`config.mk`:
```
export PLATFORM = sky130hd
export DESIGN_NAME = fpio_ctrl
export DESIGN_NICKNAME = d
export VERILOG_FILES = /design/src/hw/fpio_pkg.sv /design/src/hw/fpio_ctrl.sv
export SDC_FILE = /design/constraint.sdc
export NUM_CORES = 1
export LEC_CHECK = 0
export BUFFER_PORTS_ARGS = -buffer_cell sky130_fd_sc_hd__buf_2
export CORE_AREA = 4 4 137 139
export DETAILED_ROUTE_END_ITERATION = 8
export DIE_AREA = 0 0 141 143
export GPL_TIMING_DRIVEN = 0
export PLACE_DENSITY = 0.61
export SYNTH_ARGS = -nofsm -noshare
export SYNTH_HDL_FRONTEND = slang
export SYNTH_SLANG_ARGS = --single-unit
```
`constraint.sdc`:
```
create_clock -name core_clk -period 3.5 [get_ports core_clk]
set_clock_uncertainty 0.2 [all_clocks]
set_input_delay 1.05 -clock core_clk [delete_from_list [all_inputs] [get_ports core_clk]]
set_output_delay 1.05 -clock core_clk [all_outputs]
set_load 0.01 [all_outputs]
```
`src/hw/fpio_pkg.sv`:
```
// Purpose: shared constants and carrier types for the front-panel I/O control block
// Assumes: 32-bit registers reached by a simple word-wide register port
// Notes: offsets are byte addresses within the board register space
package fpio_pkg;

   // register offsets
   localparam logic [15:0] FPIO_DIFF_PIN_LEVEL_OFS = 16'h8118;
   localparam logic [15:0] FPIO_FRONT_PANEL_IO_CTRL_OFS = 16'h811c;
   localparam logic [15:0] FPIO_MONITOR_DAC_LEVEL_OFS = 16'h8138;

   // reset values and writable bits
   localparam logic [31:0] FPIO_CTRL_RESET = 32'h0000_0000;
   localparam logic [31:0] FPIO_CTRL_WMASK = 32'h007f_cfff;
   localparam logic [15:0] FPIO_PIN_RESET = 16'h0000;
   localparam logic [11:0] FPIO_DAC_RESET = 12'h000;

   // control field positions
   localparam int FPIO_LEVEL_TTL_BIT = 0;
   localparam int FPIO_TRIG_OUT_HIZ_BIT = 1;
   localparam int FPIO_DIR_LSB = 2;
   localparam int FPIO_SIG_CFG_LSB = 6;
   localparam int FPIO_NEW_FEAT_BIT = 8;
   localparam int FPIO_LATCH_EXT_BIT = 9;
   localparam int FPIO_TRIG_LEVEL_BIT = 10;
   localparam int FPIO_TRIG_DIRECT_BIT = 11;
   localparam int FPIO_FORCE_LEVEL_BIT = 14;
   localparam int FPIO_FORCE_EN_BIT = 15;
   localparam int FPIO_OUT_SRC_LSB = 16;
   localparam int FPIO_PROBE_LSB = 18;
   localparam int FPIO_PROBE_ALT_BIT = 20;
   localparam int FPIO_PAT_CFG_LSB = 21;

   // encodings
   localparam logic [1:0] FPIO_SIG_GENERAL = 2'h0;
   localparam logic [1:0] FPIO_SIG_PROGRAMMED = 2'h1;
   localparam logic [1:0] FPIO_SIG_PATTERN = 2'h2;
   localparam logic [3:0] FPIO_NEW_REGISTER_MODE = 4'h0;
   localparam logic [1:0] FPIO_SRC_TRIGGER = 2'h0;
   localparam logic [1:0] FPIO_SRC_BOARD_PROBE = 2'h1;
   localparam logic [1:0] FPIO_SRC_CHAN_PROBE = 2'h2;
   localparam logic [1:0] FPIO_SRC_SYNC_IN = 2'h3;
   localparam logic [1:0] FPIO_PROBE_RUN = 2'h0;
   localparam logic [1:0] FPIO_PROBE_SCLK = 2'h1;
   localparam logic [1:0] FPIO_PROBE_PHASE = 2'h2;
   localparam logic [1:0] FPIO_PROBE_BUSY = 2'h3;
   localparam logic [1:0] FPIO_LOGIC_OR = 2'h0;
   localparam logic [1:0] FPIO_LOGIC_AND = 2'h1;
   localparam logic [1:0] FPIO_LOGIC_MAJ = 2'h2;
   localparam logic [1:0] FPIO_PAT_PINS = 2'h0;
   localparam logic [2:0] FPIO_MON_VOLT_LEVEL = 3'h4;
   localparam int FPIO_DAC_STEP_UV = 244;

   typedef struct packed {
      logic wr;
      logic rd;
      logic [15:0] addr;
      logic [31:0] wdata;
   } fpio_reg_req_t;

   typedef struct packed {
      logic ack;
      logic [31:0] data;
   } fpio_reg_rsp_t;

   typedef struct packed {
      logic run;
      logic delayed_run;
      logic sampling_clock;
      logic clock_phase;
      logic busy;
      logic pll_lock_loss;
      logic chan_probe;
      logic sync_input;
   } fpio_probe_t;

endpackage
```
`src/hw/fpio_ctrl.sv`:
```
// Purpose: front-panel I/O control: differential pins, trigger in/out, pattern, monitor DAC
// Assumes: all inputs except the asynchronous rst_n synchronous to core_clk; registers reached by the word register port
// Notes: pins are split into input, output and active-low output enable
`timescale 1ns/100ps
`default_nettype none

module fpio_ctrl #(
   parameter int NUM_PINS = 16,
   parameter int NUM_PAIRS = 8,
   parameter int GROUP_SIZE = 4
) (
   input wire logic core_clk, // board clock, 125 MHz
   input wire logic rst_n, // asynchronous reset, active low
   input wire fpio_pkg::fpio_reg_req_t reg_req, // register write/read request
   output fpio_pkg::fpio_reg_rsp_t reg_rsp, // read answer, one cycle later
   input wire logic [NUM_PINS-1:0] diff_in, // differential pin levels seen
   output logic [NUM_PINS-1:0] diff_out, // differential pin drive levels
   output logic [NUM_PINS-1:0] diff_oe_n, // low where a pin is driven
   input wire logic [3:0] new_cfg_mode, // new-features mode from its own register
   input wire logic [NUM_PINS-1:0] prog_out, // fixed-function pin levels
   input wire logic [NUM_PINS-1:0] prog_dir, // fixed-function pin directions
   input wire logic trigger_input, // trigger input connector level
   output logic board_trig, // trigger toward the channels
   output logic level_ttl, // connector standard, 1 = TTL
   input wire logic gtrig_to_chan, // internal global trigger reaches channels
   input wire logic ext_trig_arrive, // external trigger arrival pulse
   output logic [NUM_PINS-1:0] pattern, // event header pattern
   input wire logic [NUM_PAIRS-1:0] pair_trig_req, // channel-pair trigger requests
   input wire logic [NUM_PAIRS-1:0] out_mask, // enabled pairs for the output
   input wire logic [1:0] out_logic, // combine logic, OR/AND/majority
   input wire logic [2:0] out_maj_level, // majority level m, fires at m+1
   input wire fpio_pkg::fpio_probe_t probes, // internal probe signals
   output logic trigger_output, // trigger output connector level
   output logic trigger_output_oe_n, // low while trigger output is driven
   input wire logic [2:0] monitor_mode, // monitor output mode
   output logic [11:0] monitor_dac_code, // DAC code for monitor output
   output logic monitor_dac_en // monitor output follows the DAC code
);

   logic [31:0] ctrl_q, ctrl_d;
   logic [NUM_PINS-1:0] pin_q, pin_d;
   logic [11:0] dac_q, dac_d;
   logic [NUM_PINS-1:0] pin_seen_q, pin_seen_d;
   logic [NUM_PINS-1:0] pat_q, pat_d;
   logic trig_prev_q, trig_prev_d;
   logic trig_q, trig_d;
   logic run_q, run_d;
   logic tout_q, tout_d;
   fpio_pkg::fpio_reg_rsp_t rsp_q, rsp_d;
   logic [NUM_PINS-1:0] drv_en, pin_drive, pin_read;
   logic reg_mode, sel_ctrl, sel_pin, sel_dac;
   logic [1:0] sig_cfg, out_src, probe_sel;
   logic [NUM_PAIRS-1:0] req_on;
   logic comb_trig, probe_val;

   function automatic logic [3:0] count_ones(input logic [NUM_PAIRS-1:0] v);
      logic [3:0] n;
      n = 4'h0;
      for (int i = 0; i < NUM_PAIRS; i++) begin
         n = n + {3'h0, v[i]};
      end
      return n;
   endfunction

   assign sel_ctrl = reg_req.addr == fpio_pkg::FPIO_FRONT_PANEL_IO_CTRL_OFS;
   assign sel_pin = reg_req.addr == fpio_pkg::FPIO_DIFF_PIN_LEVEL_OFS;
   assign sel_dac = reg_req.addr == fpio_pkg::FPIO_MONITOR_DAC_LEVEL_OFS;
   assign sig_cfg = ctrl_q[fpio_pkg::FPIO_SIG_CFG_LSB +: 2];
   assign out_src = ctrl_q[fpio_pkg::FPIO_OUT_SRC_LSB +: 2];
   assign probe_sel = ctrl_q[fpio_pkg::FPIO_PROBE_LSB +: 2];

   // register mode: the only case where the pin data register owns the pins
   always_comb begin
      if (ctrl_q[fpio_pkg::FPIO_NEW_FEAT_BIT]) begin
         reg_mode = new_cfg_mode == fpio_pkg::FPIO_NEW_REGISTER_MODE;
      end else begin
         reg_mode = sig_cfg == fpio_pkg::FPIO_SIG_GENERAL;
      end
   end

   // per-pin direction and drive source
   for (genvar g = 0; g < NUM_PINS; g++) begin : g_pin
      always_comb begin
         drv_en[g] = 1'b0;
         pin_drive[g] = 1'b0;
         if (reg_mode) begin
            drv_en[g] = ctrl_q[fpio_pkg::FPIO_DIR_LSB + g / GROUP_SIZE];
            pin_drive[g] = pin_q[g];
         end else if (!ctrl_q[fpio_pkg::FPIO_NEW_FEAT_BIT]
                      && sig_cfg == fpio_pkg::FPIO_SIG_PROGRAMMED) begin
            drv_en[g] = prog_dir[g];
            pin_drive[g] = prog_out[g];
         end
         // with new features off, pattern mode and the reserved code leave every pin undriven
         pin_read[g] = drv_en[g] ? pin_q[g] : pin_seen_q[g];
      end
   end

   assign diff_out = pin_drive;
   assign diff_oe_n = ~drv_en;

   // register file
   always_comb begin
      ctrl_d = ctrl_q;
      pin_d = pin_q;
      dac_d = dac_q;
      rsp_d = '0;
      if (reg_req.wr && sel_ctrl) begin
         ctrl_d = reg_req.wdata & fpio_pkg::FPIO_CTRL_WMASK;
      end
      if (reg_req.wr && sel_pin) begin
         pin_d = reg_req.wdata[NUM_PINS-1:0];
      end
      if (reg_req.wr && sel_dac) begin
         dac_d = reg_req.wdata[11:0];
      end
      if (reg_req.rd) begin
         rsp_d.ack = 1'b1;
         if (sel_ctrl) begin
            rsp_d.data = ctrl_q;
         end else if (sel_pin) begin
            rsp_d.data = {{(32-NUM_PINS){1'b0}}, pin_read};
         end else if (sel_dac) begin
            rsp_d.data = {20'h0_0000, dac_q};
         end
      end
   end

   always_ff @(posedge core_clk or negedge rst_n) begin
      if (!rst_n) begin
         ctrl_q <= fpio_pkg::FPIO_CTRL_RESET;
         pin_q <= fpio_pkg::FPIO_PIN_RESET;
         dac_q <= fpio_pkg::FPIO_DAC_RESET;
         rsp_q <= '0;
      end else begin
         ctrl_q <= ctrl_d;
         pin_q <= pin_d;
         dac_q <= dac_d;
         rsp_q <= rsp_d;
      end
   end

   assign reg_rsp = rsp_q;
   assign level_ttl = ctrl_q[fpio_pkg::FPIO_LEVEL_TTL_BIT];

   // pattern capture and trigger input conditioning
   always_comb begin
      pin_seen_d = diff_in;
      pat_d = pat_q;
      if (ctrl_q[fpio_pkg::FPIO_LATCH_EXT_BIT] ? ext_trig_arrive : gtrig_to_chan) begin
         if (ctrl_q[fpio_pkg::FPIO_PAT_CFG_LSB +: 2] == fpio_pkg::FPIO_PAT_PINS) begin
            pat_d = diff_in;
         end else begin
            pat_d = '0;
         end
      end
      trig_prev_d = trigger_input;
      // edge mode gives a one-cycle pulse, level mode follows the whole duration
      if (ctrl_q[fpio_pkg::FPIO_TRIG_LEVEL_BIT]) begin
         trig_d = trigger_input;
      end else begin
         trig_d = trigger_input & ~trig_prev_q;
      end
      run_d = probes.run;
   end

   always_ff @(posedge core_clk or negedge rst_n) begin
      if (!rst_n) begin
         pin_seen_q <= '0;
         pat_q <= '0;
         trig_prev_q <= 1'b0;
         trig_q <= 1'b0;
         run_q <= 1'b0;
      end else begin
         pin_seen_q <= pin_seen_d;
         pat_q <= pat_d;
         trig_prev_q <= trig_prev_d;
         trig_q <= trig_d;
         run_q <= run_d;
      end
   end

   assign pattern = pat_q;
   // direct path has no flop on purpose: it is used as a veto and must not lag
   assign board_trig = ctrl_q[fpio_pkg::FPIO_TRIG_DIRECT_BIT] ? trigger_input : trig_q;

   // trigger output source selection
   assign req_on = pair_trig_req & out_mask;
   always_comb begin
      case (out_logic)
         fpio_pkg::FPIO_LOGIC_OR: comb_trig = |req_on;
         fpio_pkg::FPIO_LOGIC_AND: comb_trig = (|out_mask) && (req_on == out_mask);
         fpio_pkg::FPIO_LOGIC_MAJ: comb_trig = count_ones(req_on) > {1'b0, out_maj_level};
         default: comb_trig = 1'b0;
      endcase
      case (probe_sel)
         fpio_pkg::FPIO_PROBE_RUN: begin
            probe_val = ctrl_q[fpio_pkg::FPIO_PROBE_ALT_BIT] ? probes.delayed_run : run_q;
         end
         fpio_pkg::FPIO_PROBE_SCLK: probe_val = probes.sampling_clock;
         fpio_pkg::FPIO_PROBE_PHASE: probe_val = probes.clock_phase;
         fpio_pkg::FPIO_PROBE_BUSY: begin
            probe_val = ctrl_q[fpio_pkg::FPIO_PROBE_ALT_BIT] ? probes.pll_lock_loss : probes.busy;
         end
         default: probe_val = 1'b0;
      endcase
      if (ctrl_q[fpio_pkg::FPIO_FORCE_EN_BIT]) begin
         tout_d = ctrl_q[fpio_pkg::FPIO_FORCE_LEVEL_BIT];
      end else begin
         case (out_src)
            fpio_pkg::FPIO_SRC_TRIGGER: tout_d = comb_trig;
            fpio_pkg::FPIO_SRC_BOARD_PROBE: tout_d = probe_val;
            fpio_pkg::FPIO_SRC_CHAN_PROBE: tout_d = probes.chan_probe;
            fpio_pkg::FPIO_SRC_SYNC_IN: tout_d = probes.sync_input;
            default: tout_d = 1'b0;
         endcase
      end
   end

   always_ff @(posedge core_clk or negedge rst_n) begin
      if (!rst_n) begin
         tout_q <= 1'b0;
      end else begin
         tout_q <= tout_d;
      end
   end

   assign trigger_output = tout_q;
   assign trigger_output_oe_n = ctrl_q[fpio_pkg::FPIO_TRIG_OUT_HIZ_BIT];
   // the DAC code is held even when another monitor mode is active
   assign monitor_dac_code = dac_q;
   assign monitor_dac_en = monitor_mode == fpio_pkg::FPIO_MON_VOLT_LEVEL;
endmodule

`default_nettype wire

```
Yosys cells after proc, flatten, opt, wreduce, memory -nomap -nowiden
Cells that the tools add are included.
Word-level totals
  flip-flop bits (word level): 118
  output and inout bits: 98
Operators by class
  magnitude comparators: 1
  equality and inequality tests: 14
  add/subtract/negate cells: 7
  reduce and logical (&&, ||, !) cells: 14
  bitwise operators: 4
  mux-type cells: 95
Operators by type and width (count)
  1-bit 2-to-1 mux: 87
  16-bit equality test, second input constant: 3
  33-bit 2-to-1 mux: 1
  16-bit 2-to-1 mux: 2
  23-bit 2-to-1 mux: 1
  4-bit by 1-bit adder with 4-bit output: 4
  16-bit NOT: 1
  8-bit OR reduction: 2
  12-bit 2-to-1 mux: 1
  2-bit equality test, second input constant: 5
  2-bit logical NOT: 5
  8-bit AND: 1
  2-bit by 1-bit equality test with 1-bit output, second input constant: 4
  8-bit equality test: 1
  1-bit one-hot mux with 4 select lines: 2
  1-bit logical AND: 5
  3-bit by 1-bit adder with 4-bit output: 1
  4-bit by 3-bit greater-than comparator with 1-bit output: 1
  4-bit logical NOT: 1
  2-bit by 1-bit adder with 3-bit output: 1
  3-bit equality test, second input constant: 1
  1-bit one-hot mux with 3 select lines: 1
  1-bit by 1-bit adder with 2-bit output: 1
  1-bit AND: 1
  2 further kinds: 2

Longest topological paths before layout
  depth after elaboration: 12
  mapped depth: 15
  depth with buffers taken out: 15

Worst setup path after synthesis
No wires, ideal clock.
  kind: input to register
  start point: in out_mask[1]
  end point: reg tout_q, in the netlist trigger_output
  arrival: 4.261 ns
  setup slack: -1.087 ns
  stages: 14
  cell sequence: and2_1 fa_1 inv_1 fa_1 inv_1 fa_1 ha_1 fa_1 ha_1 nor2b_1 o21ai_0 a32oi_1 a211oi_1 nor4_1
On the way
  word-level cells in the longest chain between the ends: 12
Ends and longest elaborated chain
  start, declared: line fpio_ctrl.sv:29  | input wire logic [NUM_PAIRS-1:0] out_mask,
  8-bit AND: line fpio_ctrl.sv:188  | assign req_on = pair_trig_req & out_mask;
  1-bit by 1-bit adder with 2-bit output: line fpio_ctrl.sv:60  | n = n + {3'h0, v[i]};
  2-bit by 1-bit adder with 3-bit output: line fpio_ctrl.sv:60
  3-bit by 1-bit adder with 4-bit output: line fpio_ctrl.sv:60
  4-bit by 1-bit adder with 4-bit output (4 in a row): line fpio_ctrl.sv:60
  4-bit by 3-bit greater-than comparator with 1-bit output: line fpio_ctrl.sv:193  | fpio_pkg::FPIO_LOGIC_MAJ: comb_trig = count_ones(req_on) > {1'b0, out_maj_level};
  1-bit one-hot mux with 3 select lines *: line fpio_ctrl.sv:190  | case (out_logic)
  1-bit one-hot mux with 4 select lines *: line fpio_ctrl.sv:210  | case (out_src)
  1-bit 2-to-1 mux *: line fpio_ctrl.sv:207  | if (ctrl_q[fpio_pkg::FPIO_FORCE_EN_BIT]) begin
  net tout_d: line fpio_ctrl.sv:48  | logic tout_q, tout_d;
  end signal, assigned: line fpio_ctrl.sv:224  | tout_q <= tout_d;
  end, declared: line fpio_ctrl.sv:48
Mark *: on every way through the listed nets, which the timed path passes. The rest lies on a longest branch.
A chain may end at the register's enable or synchronous reset.

Final worst setup path
  start point: in pair_trig_req[3]
  end point: reg tout_q, in the netlist trigger_output
On the way
  word-level cells in the longest chain between the ends: 10
Ends and longest elaborated chain
  start, declared: line fpio_ctrl.sv:28  | input wire logic [NUM_PAIRS-1:0] pair_trig_req,
  8-bit AND *: line fpio_ctrl.sv:188
  3-bit by 1-bit adder with 4-bit output: line fpio_ctrl.sv:60
  4-bit by 1-bit adder with 4-bit output (4 in a row): line fpio_ctrl.sv:60
  4-bit by 3-bit greater-than comparator with 1-bit output: line fpio_ctrl.sv:193
  1-bit one-hot mux with 3 select lines *: line fpio_ctrl.sv:190
  1-bit one-hot mux with 4 select lines *: line fpio_ctrl.sv:210
  1-bit 2-to-1 mux *: line fpio_ctrl.sv:207
  net tout_d: line fpio_ctrl.sv:48
Marked as above.

==> metrics.md <==
| Metric | Value |
|---|---|
| Number of synthesized register bits | `109` |
| Post-synth ARST share | `1.00` |
| Worst reg2reg startpoint | `ctrl_q[8]` |
| Internal power contribution | `1.94 mW` |
| Starting utilization of the core area | `0.295` |
| Maximum clock path buffer count | `2` |
| Non-filler cells, final | `900` |
| Sequential standard cell area | `2730 um^2` |
| CORE AREA | `17,700 um^2` |
| Number of detailed-route iterations in the first pass | `5` |
| Worst slew margin | `0.500` |
| Synthesized area | `5210 um^2` |
| Ratio of cells with drive above 1 in the final layout | `0.488` |
| Placed cell area | `6660 um^2` |
| Floorplan row count | `49` |
| RSZ-0062 raised after global routing | `yes` |
| DR iter-0 viols | `195` |
| Synth warn | `0` |
| Series of cell instances along the critical path | `buf_6, and2_4, fa_1, inv_1, fa_1, inv_2, fa_1, ha_2, fa_1, ha_1, nor2b_1, o21ai_1, a32oi_1, a211oi_1, nor4_1` |
| Vias in the first global route | `4,204` |
| GRT Overall Usage | `0.165` |
| CTS sink count | `109` |
| Final nets | `815` |
| Largest driver fanout on the critical path | `2` |
| Max-cap violations | `0` |
| Class of the worst hold path | `reg -> reg` |
| Total area of multi-input combinational cells | `2290 um^2` |
| Maximum number of pins on one net before global-route repair | `56` |
| Syn Inst Count | `423` |
| Number of synthesized flops with an enable pin | `0` |
| Number of fillers in the final layout | `1,764` |
| Leakage dissipation | `3.94 nW` |
| Setup CP Type | `in -> reg` |
| Final setup violation count | `1` |
| Count of boundary I/O pins | `237` |
| Failing checks | `negative setup slack` |
| Clock transition time at the flip-flop clock pins of the worst setup and hold paths | `80 ps` |
| Routed via count | `4,164` |
| Number of instances in the placed design | `879` |
| Clock network fraction of design power | `0.401` |
| Routed length per instance | `18.7 um` |
| Clock network latency to the later pin of the worst-skew pair | `370 ps` |
| Overall power | `2.66 mW` |
| Die outline height | `143 um` |
| Sequential share of power | `0.490` |
| Required time of the critical path | `3560 ps` |
| Worst R2R Setup Slack | `1360 ps` |
| Aggregate global routing overflow | `0` |
| Worst flop-to-flop path endpoint | `reg_rsp[6]` |
| Synthesis-to-finish area growth | `35.8%` |
| Ratio of final minimum period to clock period | `1.25` |
| Count of endpoints failing hold in the final timing report | `0` |
| Port bufs | `218` |
| Instance count along the most critical hold path | `1` |
| Sum of negative setup slack | `-872 ps` |
| Slowest Stage Delay on Critical Path | `510 ps` |
| Clock tree from TritonCTS | `yes` |
| Main synth FF type | `sky130_fd_sc_hd__dfrtp_1` |
| Status | `finished with violations` |
| Number of buffers inserted during clock tree synthesis | `9` |
| Worst Hold Launch | `trig_prev_q` |
| Combinational Power Share | `0.109` |
| Data arrival time at the worst-slack endpoint | `4430 ps` |
| Wire length of the first global-routing pass | `24.9 mm` |
| Sink of the worst hold path | `trig_q` |
| Final instance area | `7080 um^2` |
| Antenna-violating nets left | `0` |
| Sort of element at the start of the critical path | `input port` |
| Post-synthesis average cell area | `12.3 um^2` |
| Final Slew Violations | `0` |
| Vias per cell | `4.63` |
| Achievable Freq | `0.229 GHz` |
| Worst setup EP type | `flip-flop` |
| Cell with the most instances on the worst path | `sky130_fd_sc_hd__fa_1` |
| Total of hold buffers inserted after clock tree synthesis | `0` |
| H-tree depth reported by CTS | `3` |
| Peak ir drop on the vdd network | `0.211 mV` |
| Core Util, Final | `0.401` |
| Detail Placement HPWL | `13.1 mm` |
| Die footprint | `20,200 um^2` |
| Number of library cell types mapped by synthesis | `48` |
| Max stage delay cell, worst path | `sky130_fd_sc_hd__fa_1` |
| Total power density per cell area | `375 nW/um^2` |
| Routability-driven placement congestion ratio | `0.780` |
| DRC violations left | `0` |
| Worst setup slack after layout | `-872 ps` |
| Final wirelength | `16.8 mm` |
| Reg2reg path depth | `6` |
| Minimum period implied by the final worst setup slack | `4370 ps` |
| Post-synthesis sequential area ratio | `0.523` |
| Sw Share | `0.270` |
| Net Switching | `717 uW` |
| Floorplan die width | `141 um` |
| Cell chosen for the clock root | `sky130_fd_sc_hd__clkbuf_16` |
| Number of antenna violations at the first check in global routing | `1` |
| Slew @ Worst Pin | `748 ps` |
-- flip-flops by register name, summed over array words and instances (netlist names) --
signal / cells
pattern: 16
trig_q: 1
trigger_output: 1
pin_seen_q: 16
ctrl_q: 21
run_q: 1
pin_q: 16
reg_rsp: 24
trig_prev_q: 1
monitor_dac_code: 12
-- Yosys cell counts (all sizes together), types with 7 or more instances --
cell    count  area (um^2)
dfrtp     109         2730
mux2       51          724
nand2      45          176
o21ai      31          155
a22oi      27          203
inv        21         78.8
buf        19          143
mux2i      18          180
a22o       16          140
and2       13         83.8
nor2       11         41.3
clkbuf      8         30.0
ha          7         87.6
-- per-layer routing --
layer / GRT usage / wire (um) / share of wire / vias up
li1: - / - / - / 1982
met1: 0.212 / 7380 / 0.44 / 2024
met2: 0.265 / 8110 / 0.48 / 141
met3: 0.0526 / 1030 / 0.061 / 17
met4: 0.0535 / 295 / 0.018 / 0
met5: 0 / 0 / 0 / -
-- worst max path at each step --
| stage | from | to | slack [ps] | depth (start not counted) |
|---|---|---|---|---|
| finish | pair_trig_req[3] | trigger_output | -870 | 15 |
| detailed placement | out_mask[0] | trigger_output | -1340 | 16 |
| CTS | pair_trig_req[3] | trigger_output | -890 | 15 |
| global route | pair_trig_req[3] | trigger_output | -1010 | 15 |
| floorplan | out_mask[3] | trigger_output | -1030 | 14 |
| global placement | out_mask[0] | trigger_output | -1380 | 16 |
-- what timing repair did --
action,4_1_cts,5_1_grt
buffers inserted,2,2
pin swaps,9,1
gates resized for setup,15,8
setup endpoints to repair,25,11
-- worst max-delay path, delay by kind of cell --
| kind | cells | cell delay (ps) |
|---|---|---|
| adder cells (fa/ha/maj) | 6 | 2410 |
| AND/OR/NAND/NOR | 3 | 450 |
| AO/OA/AOI/OAI | 3 | 330 |
| buffers and inverters | 3 | 180 |
-- power by group through the flow --
stage	clock network, mW	logic [mW]	registers, mW
detailed placement	0	0.285	1.33
CTS	1.09	0.292	1.30
global placement	0	0.277	1.33
finish	1.07	0.289	1.30
global route	1.14	0.328	1.31
floorplan	0	0.110	1.33
-- placed cells by master, fill, tap and decap left out, types with 2 or more instances in the layout --
cell type / count
sky130_fd_sc_hd__a211oi_1: 2
sky130_fd_sc_hd__a21o_1: 2
sky130_fd_sc_hd__a21oi_1: 2
sky130_fd_sc_hd__a22o_1: 16
sky130_fd_sc_hd__a22oi_1: 26
sky130_fd_sc_hd__and2_1: 9
sky130_fd_sc_hd__and2_4: 3
sky130_fd_sc_hd__buf_2: 215
sky130_fd_sc_hd__buf_4: 15
sky130_fd_sc_hd__buf_6: 11
sky130_fd_sc_hd__clkbuf_1: 6
sky130_fd_sc_hd__clkbuf_16: 9
sky130_fd_sc_hd__clkinv_8: 3
sky130_fd_sc_hd__conb_1: 9
sky130_fd_sc_hd__dfrtp_1: 109
sky130_fd_sc_hd__fa_1: 4
sky130_fd_sc_hd__ha_1: 6
sky130_fd_sc_hd__inv_1: 19
sky130_fd_sc_hd__inv_2: 2
sky130_fd_sc_hd__inv_6: 3
sky130_fd_sc_hd__mux2_2: 11
sky130_fd_sc_hd__mux2_4: 40
sky130_fd_sc_hd__mux2i_1: 18
sky130_fd_sc_hd__nand2_1: 43
sky130_fd_sc_hd__nand2_4: 2
sky130_fd_sc_hd__nand4b_1: 2
sky130_fd_sc_hd__nor2_1: 11
sky130_fd_sc_hd__nor2b_1: 2
sky130_fd_sc_hd__nor3_1: 2
sky130_fd_sc_hd__nor3b_1: 3
sky130_fd_sc_hd__nor4_1: 4
sky130_fd_sc_hd__nor4b_2: 2
sky130_fd_sc_hd__o21ai_0: 30
sky130_fd_sc_hd__o22ai_1: 3
-- area by class of cell --
| cell class | instances | share of cell area |
|---|---|---|
| Timing Repair Buffer | 223 | 0.168 |
| Sequential cell | 109 | 0.385 |
| Antenna cell | 1 | 0.000353 |
| Clock buffer | 9 | 0.0318 |
| Inverter | 21 | 0.0111 |
| Tap cell | 229 | 0.0405 |
| Multi-Input combinational cell | 274 | 0.323 |
| Clock inverter | 7 | 0.0122 |
| Buffer | 27 | 0.0277 |
-- kinds of logic (layout without fill, tap and decap cells) --
family	Yosys count	count (layout)	synth area share
AND/OR/NAND/NOR	92	92	0.0970
flip-flops	109	109	0.523
XOR/XNOR	1	1	0.00168
buffers and inverters	48	287	0.0483
AO/OA/AOI/OAI	92	92	0.123
adder cells (fa/ha/maj)	11	11	0.0322
other	1	10	0.000720
multiplexers	69	69	0.174
-- through the flow --
stage | hold WS (ps) | setup WS (ps)
after floorplan | 206 | -1030
after global placement | 215 | -1380
after detailed placement | 217 | -1340
after CTS | 240 | -885
after global routing | 259 | -1010
final | 249 | -872
Note: power is estimated with default switching activity, not from simulation.
